`config.mk`:
```
export PLATFORM = sky130hd
export DESIGN_NAME = pwm_field_sensor
export DESIGN_NICKNAME = d
export VERILOG_FILES = /design/src/verilog/duty_scaler.v /design/src/verilog/pwm_field_sensor.v
export VERILOG_INCLUDE_DIRS = /design/src /design/src/include
export SDC_FILE = /design/constraint.sdc
export NUM_CORES = 1
export LEC_CHECK = 0
export BUFFER_PORTS_ARGS = -buffer_cell sky130_fd_sc_hd__buf_2
export CAP_MARGIN = 20
export CORE_MARGIN = 2
export CORE_UTILIZATION = 45
export DETAILED_ROUTE_END_ITERATION = 6
export PLACE_DENSITY = 0.58
export SLEW_MARGIN = 20
export SYNTH_ARGS = -nofsm -noshare
export SYNTH_HDL_FRONTEND = slang
export SYNTH_HIERARCHICAL = 1
export SYNTH_SLANG_ARGS = --single-unit
export TNS_END_PERCENT = 50
```
`constraint.sdc`:
```
create_clock -name clock -period 8.6 [get_ports clock]
set_input_delay 1.29 -clock clock [delete_from_list [all_inputs] [get_ports clock]]
set_output_delay 1.29 -clock clock [all_outputs]
set_load 0.01 [all_outputs]
```
`src/include/pwm_sensor_regs.vh`:
```
// Constants for the PWM field sensor output stage
`ifndef PWM_SENSOR_REGS_VH
`define PWM_SENSOR_REGS_VH
`define CLK_FREQ_HZ        100000000
`define CARRIER_FREQ_HZ    2000
`define POWER_ON_DELAY_US  900
`define DUTY_PERMILLE_ZERO 500
`define DUTY_PERMILLE_LOW  80
`define DUTY_PERMILLE_HIGH 920
`define DUTY_PERMILLE_CLO  60
`define DUTY_PERMILLE_CHI  940
`define DUTY_PERMILLE_FULL 1000
`endif

```
`src/verilog/duty_scaler.v`:
```
// Maps a signed field code to a clamped duty in permille
`timescale 1ns/10ps
`default_nettype none
`include "pwm_sensor_regs.vh"
module duty_scaler #(
  parameter FIELD_W = 12
) (
  input  wire                      clock,
  input  wire                      rst_int_n,
  input  wire signed [FIELD_W-1:0] field,
  input  wire        [7:0]         gain,
  output reg         [9:0]         duty_r,
  output reg                       linear_r
);
  wire signed [31:0] raw;
  reg         [9:0]  duty_nxt;
  reg                linear_nxt;

  // Signed field scaled by gain, offset about zero-field duty
  assign raw = `DUTY_PERMILLE_ZERO + ($signed({{(32-FIELD_W){field[FIELD_W-1]}}, field})
               * $signed({24'h000000, gain})) / 16;

  // Linear only inside window, clamped outside like the sensor rails
  always @*
  begin
    linear_nxt = 1'b1;
    duty_nxt   = raw[9:0];
    if (raw < `DUTY_PERMILLE_LOW)
    begin
      linear_nxt = 1'b0;
      duty_nxt   = 10'd`DUTY_PERMILLE_CLO;
    end
    else if (raw > `DUTY_PERMILLE_HIGH)
    begin
      linear_nxt = 1'b0;
      duty_nxt   = 10'd`DUTY_PERMILLE_CHI;
    end
  end

  always @(posedge clock or negedge rst_int_n)
  begin
    if (!rst_int_n)
    begin
      duty_r   <= 10'h1F4;
      linear_r <= 1'b1;
    end
    else
    begin
      duty_r   <= duty_nxt;
      linear_r <= linear_nxt;
    end
  end
endmodule
`default_nettype wire

```
`src/verilog/pwm_field_sensor.v`:
```
// PWM output stage of a linear field sensor
//
// Behaviour
// Emit one 2 kHz pulse train carrying duty
// Zero field gives 50 percent duty
// Linear only between 8 and 92 percent
// Both polarities give distinct duty values
// Output invalid during initialization interval
// Decoder timestamps both edges (far side)
// Decoder timer much faster than carrier
// Decoder duty equals high over period
// Decoder may count high and low ticks
// Resolution step is carrier over sample rate
// Power-on ends at first valid rising edge
// Decoder flags missing edges or saturation; duty_decoder has no flag output, only duty and done
`timescale 1ns/10ps
`default_nettype none
`include "pwm_sensor_regs.vh"
module pwm_field_sensor #(
  parameter FIELD_W        = 12,
  parameter POWER_ON_DELAY = `POWER_ON_DELAY_US * (`CLK_FREQ_HZ / 1000000),
  parameter PERIOD_CYC     = `CLK_FREQ_HZ / `CARRIER_FREQ_HZ
) (
  input  wire                      clock,
  input  wire                      rst_n,
  input  wire signed [FIELD_W-1:0] field,
  input  wire        [7:0]         gain,
  output wire                      out_o,
  output wire                      out_oe,
  output reg                       valid_r,
  output wire                      linear
);
  // Cycles per duty permille step
  localparam STEP_CYC = PERIOD_CYC / `DUTY_PERMILLE_FULL;
  localparam ST_INIT  = 2'b01;
  localparam ST_RUN   = 2'b10;

  reg  [1:0]  rst_sync_r;
  wire        rst_int_n;
  reg  [1:0]  state_r;
  reg  [31:0] init_cnt_r;
  reg  [31:0] step_cnt_r;
  reg  [9:0]  phase_r;
  reg  [9:0]  duty_hold_r;
  reg         high_r;
  wire [9:0]  duty;
  wire        step_tick;

  // Reset release through two flops
  always @(posedge clock or negedge rst_n)
  begin
    if (!rst_n)
      rst_sync_r <= 2'b00;
    else
      rst_sync_r <= {rst_sync_r[0], 1'b1};
  end
  assign rst_int_n = rst_sync_r[1];

  duty_scaler #(
    .FIELD_W (FIELD_W)
  ) u_scaler (
    .clock     (clock),
    .rst_int_n (rst_int_n),
    .field     (field),
    .gain      (gain),
    .duty_r    (duty),
    .linear_r  (linear)
  );

  // One-cycle enable per permille of the period
  assign step_tick = (step_cnt_r == STEP_CYC - 1);

  // Power-on hold, then free-running carrier
  always @(posedge clock or negedge rst_int_n)
  begin
    if (!rst_int_n)
    begin
      state_r     <= ST_INIT;
      init_cnt_r  <= 32'h00000000;
      step_cnt_r  <= 32'h00000000;
      phase_r     <= 10'h000;
      duty_hold_r <= 10'h1F4;
      high_r      <= 1'b0;
      valid_r     <= 1'b0;
    end
    else
    begin
      case (state_r)
        ST_INIT:
        begin
          high_r <= 1'b0;
          if (init_cnt_r == POWER_ON_DELAY - 1)
          begin
            state_r     <= ST_RUN;
            duty_hold_r <= duty;
            high_r      <= 1'b1; // First rising edge ends power-on
            valid_r     <= 1'b1;
          end
          else
            init_cnt_r <= init_cnt_r + 32'h00000001;
        end
        ST_RUN:
        begin
          step_cnt_r <= step_tick ? 32'h00000000 : step_cnt_r + 32'h00000001;
          if (step_tick)
          begin
            if (phase_r == `DUTY_PERMILLE_FULL - 1)
            begin
              // Duty latched per period so each pulse is self-consistent
              phase_r     <= 10'h000;
              duty_hold_r <= duty;
              high_r      <= 1'b1;
            end
            else
            begin
              phase_r <= phase_r + 10'h001;
              if (phase_r + 10'h001 == duty_hold_r)
                high_r <= 1'b0;
            end
          end
        end
        default:
          state_r <= ST_INIT;
      endcase
    end
  end

  // Open drain: pull low only, line high when released
  assign out_o  = 1'b0;
  assign out_oe = ~high_r;
endmodule
`default_nettype wire

```
## After elaboration in Yosys (flattened, before gate mapping)

Index checks and enable logic that the tools add are counted.

| storage, ports and cells | value |
|---|---|
| register bits | 101 |
| output and inout port bits | 4 |
| input port bits | 22 |
| logic and storage cells | 57 |

| cells by class | value |
|---|---|
| multiply operators | 1 |
| magnitude comparators | 2 |
| mux-type cells | 17 |
| add/subtract/negate cells | 5 |
| reductions and logical operators | 8 |
| bitwise operators | 4 |
| equality and inequality tests | 10 |

Operators with widths:

| kind | number |
|---|---|
| adder 32 x 1 -> 32 bit, second input constant | 2 |
| two-way mux 10 bit | 6 |
| adder 10 x 32 -> 32 bit, first input constant | 1 |
| adder 32 x 1 -> 32 bit | 1 |
| equality test 32 x 17 -> 1 bit, second input constant | 1 |
| equality test 32 x 6 -> 1 bit, second input constant | 1 |
| > comparator 32 x 11 -> 1 bit, second input constant | 1 |
| less-than comparator 32 x 8 -> 1 bit, second input constant | 1 |
| two-way mux 32 bit | 1 |
| multiplier 12 x 9 -> 21 bit | 1 |
| case mux 10 bit (2 select lines) | 1 |
| adder 10 x 1 -> 10 bit, second input constant | 1 |
| equality test 10 bit | 1 |
| equality test 10 bit, second input constant | 1 |
| AND reduction 2 bit | 4 |
| two-way mux 1 bit | 6 |
| != test 2 bit, second input constant | 3 |
| case mux 2 bit (2 select lines) | 1 |
| AND reduction 4 bit | 1 |
| OR reduction 4 bit | 1 |
| != test 3 bit, second input constant | 1 |
| inverter 1 bit | 3 |
| AND reduction 3 bit | 1 |
| equality test 2 x 1 -> 1 bit, second input constant | 1 |
| 5 further kinds | 5 |

## Depth between registers and ports, before layout

Gate-level depths: netlist of the first run.

| depth | value |
|---|---|
| word-level depth | 8 |
| depth in mapped cells | 28 |
| mapped depth without buffers | 27 |

## Hierarchy

Netlist of the first run, hierarchy kept.

By module, submodules not included:

| module | seq. area each (µm²) | times used | cells an instance | area each (µm²) |
|---|---|---|---|---|
| duty_scaler | 284.0 | 1 | 529 | 4574.4 |
| pwm_field_sensor | 2260.9 | 1 | 419 | 4403.0 |

## Worst setup path before layout of the first run

Ideal clock, no wire load.

| timing path | value |
|---|---|
| kind | in2reg |
| start point | input gain[0] |
| end point | register u_scaler.duty_r[2] |
| path buffers | 1 |
| data required time | 8.512 ns |
| library setup time | 0.088 ns |
| setup slack | 0.852 ns |
| stages | 26 |
| data arrival time | 7.660 ns |
| cell sequence | clkbuf_1 nand2_1 fa_1 fa_1 inv_1 fa_1 inv_1 fa_1 inv_1 ha_1 a21oi_1 o21ai_1 a21o_1 a211oi_1 o21ai_1 xnor2_1 nor2_1 ha_1 a21o_1 and3_4 a2111oi_4 mux2_2 a22oi_1 a21o_1 o211ai_1 or3_1 |

| on the way | value |
|---|---|
| longest elaborated chain between the ends | 8 |
| elaborated cells between the ends (all ways) | 9 |
| classes of those cells | 2 x add/sub; 1 x mul; 2 x order compare; 2 x mux; 1 x bitwise; 1 x reduce/logical |

Ends and longest elaborated chain:

| element | line | text |
|---|---|---|
| start, declared | pwm_field_sensor.v:27 | `input wire [7:0] gain,` |
| multiplier 12 x 9 -> 21 bit (*) | duty_scaler.v:21 | `* $signed({24'h000000, gain})) / 16;` |
| OR reduction 4 bit (no line) | n/a |  |
| AND 1 bit (no line) | n/a |  |
| adder 32 x 1 -> 32 bit (no line) (*) | n/a |  |
| adder 10 x 32 -> 32 bit (no line) (*) | n/a |  |
| > comparator 32 x 11 -> 1 bit (no line) | n/a |  |
| two-way mux 10 bit | duty_scaler.v:33 | `` else if (raw > `DUTY_PERMILLE_HIGH) `` |
| two-way mux 10 bit (*) | duty_scaler.v:28 | `` if (raw < `DUTY_PERMILLE_LOW) `` |
| net u_scaler.duty_nxt[2] | duty_scaler.v:16 | `reg [9:0] duty_nxt;` |
| end signal, assigned | duty_scaler.v:49 | `duty_r <= duty_nxt;` |
| end, declared | duty_scaler.v:12 | `output reg [9:0] duty_r,` |

Mark *: on every way through the listed nets, which the timed path passes. The rest lies on a longest branch.
A chain may end at the register's enable or synchronous reset.

## Final worst setup path of the first run

Ends and elaborated chain as after synthesis.

==> results of run 1 <==
-- final cells by class --
class | instances | area (µm²) | area share (%)
Clock buffer | 12 | 246 | 2.56
Clock inverter | 4 | 32.5 | 0.338
Inverter | 129 | 484 | 5.03
Multi-Input combinational cell | 692 | 5830 | 60.6
Sequential cell | 101 | 2550 | 26.5
Tap cell | 265 | 332 | 3.44
Timing Repair Buffer | 28 | 150 | 1.56
-- through the flow --
step	instance area [µm²]	hold WS (ns)	util, %	worst slack, ns	instances
after global routing	9630	0.344	49.3	0.234	1231
after detailed placement	9350	0.315	47.9	0.418	1215
after floorplan	8980	0.331	-	0.852	948
after CTS	9630	0.326	49.3	0.789	1231
after global placement	9350	0.316	47.9	0.612	1215
final	9630	0.295	49.3	0.796	1231
-- placed cells by master, fill, tap and decap left out, drive strengths merged, types with 4 or more instances in the layout --
cell type  synthesis  layout
a211oi             7       7
a21o               8       8
a21oi             20      20
a31oi              7       7
and2              50      50
and3              16      16
and4               5       5
buf                4      28
clkbuf            22      12
dfrtp             87      87
dfstp             14      14
fa                78      78
ha                48      48
inv              129     130
mux2              12      12
nand2             90      90
nand2b             6       6
nand3             40      40
nand4             26      26
nor2              45      45
nor3              18      18
nor4              11      11
o21a               5       5
o21ai             22      22
o21bai             4       4
o22ai              4       4
o31ai             10      10
or2                8       8
or3                6       6
or4                8       8
xnor2             68      68
xor2              28      28
-- power by group through the flow --
stage	Combinational, mW	Clock (mW)	Sequential, mW
floorplan	1.74	0	0.555
global placement	2.15	0	0.559
detailed placement	2.16	0	0.560
CTS	2.17	0.393	0.551
global route	2.44	0.406	0.555
finish	2.15	0.379	0.550
-- routing by layer --
metal	wire length (µm)	global-route usage [%]	share of wire (%)	up-vias
li1	-	-	-	3182
met1	8030	22.6	46	3143
met2	9190	32.1	52	39
met3	212	1.67	1.2	13
met4	197	4.22	1.1	0
met5	0	0	0	-
-- cell families after synthesis --
| kind of cell | synth area share (%) |
|---|---|
| and+or+nand+nor | 20.6 |
| buffers and inverters | 6.66 |
| adders and majority gates | 24.1 |
| AOI/OAI and AO/OA | 8.73 |
| DFF | 28.3 |
| xor gates and xnor gates | 9.53 |
| muxes | 1.99 |
| other | 0.0837 |
-- how the worst max path moves through the flow --
stage	cells after the start	slack (ns)	from	end
after CTS	26	0.79	gain[0]	u_scaler/duty_r[2]
after floorplan	26	0.85	gain[0]	u_scaler/duty_r[2]
after global placement	26	0.61	gain[0]	u_scaler/duty_r[2]
after detailed placement	26	0.42	gain[0]	u_scaler/duty_r[2]
final	26	0.80	gain[0]	u_scaler/duty_r[2]
after global routing	26	0.23	gain[0]	u_scaler/duty_r[2]
-- critical path, cell delays in order --
cell       delay, ns
buf_2           0.22
nand2_1         0.19
fa_1            0.55
fa_1            0.54
inv_1           0.05
fa_1            0.47
inv_1           0.06
fa_1            0.53
inv_1           0.04
ha_1            0.39
a21oi_1         0.32
o21ai_1         0.12
a21o_1          0.18
a211oi_1        0.35
o21ai_1         0.14
xnor2_1         0.33
nor2_1          0.12
ha_1            0.26
a21o_1          0.19
and3_4          0.16
a2111oi_4       0.40
mux2_2          0.38
a22oi_1         0.21
a21o_1          0.14
o211ai_1        0.11
or3_1           0.32
-- state kept, by name (all words and copies together) (netlist names) --
name	count
state_r	2
u_scaler/duty_r	10
init_cnt_r	32
u_scaler/linear_r	1
valid_r	1
high_r	1
phase_r	10
duty_hold_r	10
step_cnt_r	32
rst_sync_r	2
==> flow_metrics.py, run 1 <==
metrics = {
    "hold_path": {
        "worstHoldPathType": "reg -> async",
    },
    "worst_setup_path": {
        "worst-endpoint-arrival_ns": 8.06,
        "critPathRequiredTime_ns": 8.86,
        "critical_path.startpoint_type": "input port",
        "reg2reg_slack_ns": 6.01,
        "r2r_end": "high_r",
        "critical_path.reg2reg.startpoint": "step_cnt_r[1]",
        "timing.setup.critical_path_class": "in -> reg",
        "timing.critical_path.to_type": "flip-flop",
        "worstPathMaxFanout": 12,
        "ff2ff_path_depth": 8,
    },
    "global_routing": {
        "global_route_wire_length_before_repair_um": 31200,
        "number_of_antenna_violations_at_the_first_check_in_global_routing": 0,
        "grt.total_usage_pct": 17.6,
        "via_count_of_the_first_global_routing_pass": 6536,
        "overflow": 0,
        "grt_max_degree": 61,
    },
    "synth": {
        "postSynthRegisterBits": 101,
        "post_synthesis_cell_area_um2": 8980,
        "synth_edf_count": 0,
        "synth.most_common_cell": "inv_1",
        "synth_top_cell_by_area": "dfrtp_1",
        "synth.yosys.seq_area_share_pct": 28.3,
        "synth_area_per_cell_um2": 9.47,
        "synthCells": 948,
        "post_synth_main_area_contributors": "dfrtp_1 24%, fa_1 17%, ha_1 6.7%, xnor2_1 6.5%, inv_1 5.4%",
        "yosys_most_used_dff": "dfrtp_1",
        "top_cells_by_count_synth": "129 x inv_1, 90 x nand2_1, 87 x dfrtp_1",
        "synthesis.yosys.warnings": 6,
        "syn-num-nets": 1096,
        "post-synth-top-area-fraction_pct": 24.3,
        "synthDistinctLibCells": 79,
        "synthArstFlopShare_pct": 100,
    },
    "timing": {
        "drv_slew": 0,
        "finalWorstPathRequiredPeriod_ns": 7.80,
        "layout_worst_path_cycle_share_pct": 90.7,
        "max_freq_mhz": 128,
        "report.final.setup_viol": 0,
        "timing.slew.headroom_pct": 46.5,
        "final_hold_fails": 0,
        "totalNegativeSetupSlack_ns": 0,
        "max_slew.worst_pin.slew_ns": 0.783,
        "worst_clock_skew_ns": 0.00984,
        "grt_setup_unrepaired": "no",
    },
    "power": {
        "leakage_power_summed_over_all_cells_nw": 4.55,
        "clock_power_share_pct": 12.3,
        "report.power.total_mw": 3.08,
        "power_frac_comb_pct": 69.8,
        "power_per_cell_area_nw_per_um2": 320,
        "intPower_mw": 1.62,
        "p_seq_share_pct": 17.9,
        "peakVddDrop_mv": 0.178,
        "p_sw_mw": 1.45,
        "switching_share_pct": 47.2,
    },
    "detailed_routing": {
        "ant_nets": 0,
        "first_pass_drt_iterations": 6,
        "routed_wirelength_um": 17600,
        "number_of_drc_markers_in_iteration_0": 250,
        "via_count": 6377,
        "drc": 0,
        "vias_per_cell": 5.18,
        "routed_wire_length_per_instance_um": 14.3,
    },
    "clock_tree": {
        "post_cts_resize_count": 0,
        "cts_buffers": 9,
        "clockRootBuffer": "clkbuf_16",
        "cts_clock_pin_slew_for_the_worst_setup_and_hold_paths_ns": 0.07,
        "cts_num_sinks": 101,
        "cts_max_level": 3,
        "cts_tree": "built",
        "worstSkewPairLatency_ns": 0.34,
        "cts.hold.buffers_added": 0,
        "clk_path_buf_depth": 2,
        "cts.repair_timing.setup_buffer_count": 0,
    },
    "die": {
        "floorplan.die_area_um2": 21100,
        "placementRows": 51,
        "dieWidth_um": 145,
        "io_pins": 26,
        "core_um2": 19500,
        "vertical_die_dimension_um": 145,
        "floorplan.initialDensity_pct": 46.0,
    },
    "placed_design": {
        "detailed_place_hpwl_um": 14000,
        "gp_routability_congestion": 0.836,
        "portBuffers": 24,
    },
    "job": {
        "cap_viol_max_count": 0,
    },
    "finish": {
        "final.fill_count": 1919,
        "area.growth.synth_to_final_pct": 7.25,
        "drive_above_1_share_pct": 9.94,
        "n_antenna_cell": 0,
        "layout.nets": 1109,
    },
    "outcome": {
        "run_status": "finished clean",
    },
}
No activity file was read; power rests on OpenSTA's default activity.
==> inputs of run 2 (changes only) <==
--- a/config.mk
+++ b/config.mk
@@ -8,10 +8,12 @@
 export LEC_CHECK = 0
 export BUFFER_PORTS_ARGS = -buffer_cell sky130_fd_sc_hd__buf_2
 export CAP_MARGIN = 20
+export CELL_PAD_IN_SITES_DETAIL_PLACEMENT = 0
+export CELL_PAD_IN_SITES_GLOBAL_PLACEMENT = 2
 export CORE_MARGIN = 2
 export CORE_UTILIZATION = 45
 export DETAILED_ROUTE_END_ITERATION = 6
-export PLACE_DENSITY = 0.58
+export PLACE_DENSITY = 0.84
 export SLEW_MARGIN = 20
 export SYNTH_ARGS = -nofsm -noshare
 export SYNTH_HDL_FRONTEND = slang
==> run 2 against run 1 <==
Sequential share of layout area is 0.082 points lower. Hold slack worse by 0.021 ns. Largest power group unchanged. Power is 1.2% higher. Critical path type unchanged. Register-to-register slack hardly changed. Final area is 0.31% higher. Critical path depth stayed put. Clock skew is 0.0010 ns higher. Fmax is 1.7% lower. Flip-flop and latch count stayed put. Sequential power hardly changed. Utilization is 0.15 points higher. Clock-buffer cell count is 1 higher.
==> flow_metrics.py, run 2 (same netlist as run 1, synthesis figures left out) <==
metrics = {
    "worst_setup_path": {
        "worst-endpoint-arrival_ns": 8.21,
        "r2r_end": "high_r",
        "ff2ff_path_depth": 8,
        "timing.critical_path.to_type": "flip-flop",
        "worstPathMaxFanout": 12,
        "timing.setup.critical_path_class": "in -> reg",
        "reg2reg_slack_ns": 6.01,
        "critical_path.reg2reg.startpoint": "step_cnt_r[1]",
        "critical_path.startpoint_type": "input port",
        "critPathRequiredTime_ns": 8.87,
    },
    "detailed_routing": {
        "number_of_drc_markers_in_iteration_0": 216,
        "drc": 0,
        "routed_wirelength_um": 17900,
        "vias_per_cell": 5.16,
        "ant_nets": 0,
        "routed_wire_length_per_instance_um": 14.5,
        "first_pass_drt_iterations": 4,
        "via_count": 6346,
    },
    "clock_tree": {
        "clockRootBuffer": "clkbuf_16",
        "cts_max_level": 3,
        "clk_path_buf_depth": 2,
        "worstSkewPairLatency_ns": 0.34,
        "cts_num_sinks": 101,
        "cts_clock_pin_slew_for_the_worst_setup_and_hold_paths_ns": 0.07,
        "cts_tree": "built",
        "cts.repair_timing.setup_buffer_count": 0,
        "cts_buffers": 9,
    },
    "power": {
        "peakVddDrop_mv": 0.178,
        "switching_share_pct": 46.7,
        "p_sw_mw": 1.45,
        "p_seq_share_pct": 17.6,
        "clock_power_share_pct": 13.3,
        "power_per_cell_area_nw_per_um2": 322,
        "leakage_power_summed_over_all_cells_nw": 4.57,
        "power_frac_comb_pct": 69.1,
        "intPower_mw": 1.66,
    },
    "timing": {
        "drv_slew": 0,
        "grt_setup_unrepaired": "no",
        "report.final.setup_viol": 0,
        "timing.slew.headroom_pct": 45.8,
        "final_hold_fails": 0,
        "fin_worst_hold_slack_ns": 0.274,
        "totalNegativeSetupSlack_ns": 0,
        "max_slew.worst_pin.slew_ns": 0.814,
        "worst_clock_skew_ns": 0.0109,
        "layout_worst_path_cycle_share_pct": 92.3,
        "finalWorstPathRequiredPeriod_ns": 7.94,
        "max_freq_mhz": 126,
    },
    "finish": {
        "layout.cells.most_common_list": "129 x inv_1, 90 x nand2_1, 86 x dfrtp_1, 78 x fa_1, 66 x xnor2_1",
        "layout.nets": 1107,
        "layout.cells.most_common": "inv_1",
        "reg.largest.list": "init_cnt_r: 32 flops, step_cnt_r: 32 flops",
        "n_antenna_cell": 0,
        "area.growth.synth_to_final_pct": 7.58,
        "drive_above_1_share_pct": 9.96,
    },
    "global_routing": {
        "grtUsageMet3_pct": 2.11,
        "grt_max_degree": 67,
        "globalRoute.busiestLayer": "met2",
        "number_of_antenna_violations_at_the_first_check_in_global_routing": 0,
        "grt_util_met2_pct": 32.3,
        "grtUsageMet1_pct": 23.7,
        "global_route_wire_length_before_repair_um": 32000,
        "via_count_of_the_first_global_routing_pass": 6683,
        "overflow": 0,
        "grt.total_usage_pct": 18.2,
    },
    "placed_design": {
        "gp_routability_congestion": 0.807,
        "portBuffers": 24,
        "detailed_place_hpwl_um": 14100,
    },
    "die": {
        "dieWidth_um": 145,
        "io_pins": 26,
        "vertical_die_dimension_um": 145,
        "floorplan.die_area_um2": 21100,
        "placementRows": 51,
        "floorplan.initialDensity_pct": 46.0,
        "core_um2": 19500,
    },
    "hold_path": {
        "worstHoldPathType": "reg -> async",
    },
    "job": {
        "cap_viol_max_count": 0,
    },
    "outcome": {
        "run_status": "finished clean",
    },
}
## run 2: cell type report
type	instances	area, µm²
Fill cell	1922	9870
Inverter	129	484
Clock inverter	3	23.8
Timing Repair Buffer	26	135
Clock buffer	13	293
Multi-Input combinational cell	692	5840
Tap cell	265	332
Sequential cell	101	2550
## run 2: metal layers
| metal | vias up | wire length, µm |
|---|---|---|
| met4 | 0 | 293 |
| met3 | 23 | 240 |
| li1 | 3164 | - |
| met1 | 3105 | 8240 |
| met2 | 54 | 9090 |
| met5 | - | 0 |
## run 2: critical path: stages
cell and delay, ns:
buf_2 0.23, nand2_1 0.18, fa_1 0.66, fa_1 0.58
inv_1 0.04, fa_1 0.47, inv_1 0.05, fa_1 0.52
inv_1 0.04, ha_1 0.38, a21oi_1 0.32, o21ai_1 0.13
a21o_1 0.19, a211oi_1 0.35, o21ai_1 0.17, xnor2_2 0.27
nor2_1 0.09, ha_1 0.25, ha_1 0.23, o211a_1 0.28
nor3_1 0.23, nand4_1 0.18, nor4b_2 0.22, a21boi_0 0.33
o211ai_1 0.18, or3_1 0.32
## run 2: how the worst max path moves through the flow
stage	cells after the start	endpoint	start
after global placement	26	u_scaler/duty_r[2]	gain[0]
final	26	u_scaler/duty_r[2]	gain[0]
after global routing	26	u_scaler/duty_r[2]	gain[0]
after CTS	26	u_scaler/duty_r[2]	gain[0]
after detailed placement	26	u_scaler/duty_r[2]	gain[0]
after floorplan	26	u_scaler/duty_r[2]	gain[0]
## run 2: power by group through the flow
stage / logic (mW) / registers, mW / clock network (mW)
after floorplan: 1.74 / 0.555 / 0
after global placement: 2.18 / 0.557 / 0
after detailed placement: 2.15 / 0.558 / 0
after CTS: 2.17 / 0.548 / 0.428
after global routing: 2.46 / 0.552 / 0.450
final: 2.15 / 0.548 / 0.414
## run 2: repair_timing
item | in CTS | in global routing
endpoints found under the setup margin | 0 | 1
gates resized for setup | 0 | 1
endpoints found under the hold margin | 0 | 0
hold buffers | 0 | 0
## run 2: stage by stage
step           setup slack (ns)  total power, mW  cell area, µm²  utilization [%]  std cells
5_1_grt                  0.0585             3.46            9660             49.5       1229
6_report                  0.663             3.11            9660             49.5       1229
4_1_cts                   0.570             3.14            9650             49.4       1229
3_3_place_gp              0.331             2.74            9330             47.8       1213
2_1_floorplan             0.852             2.30            8980                -        948
3_5_place_dp              0.229             2.71            9330             47.8       1213
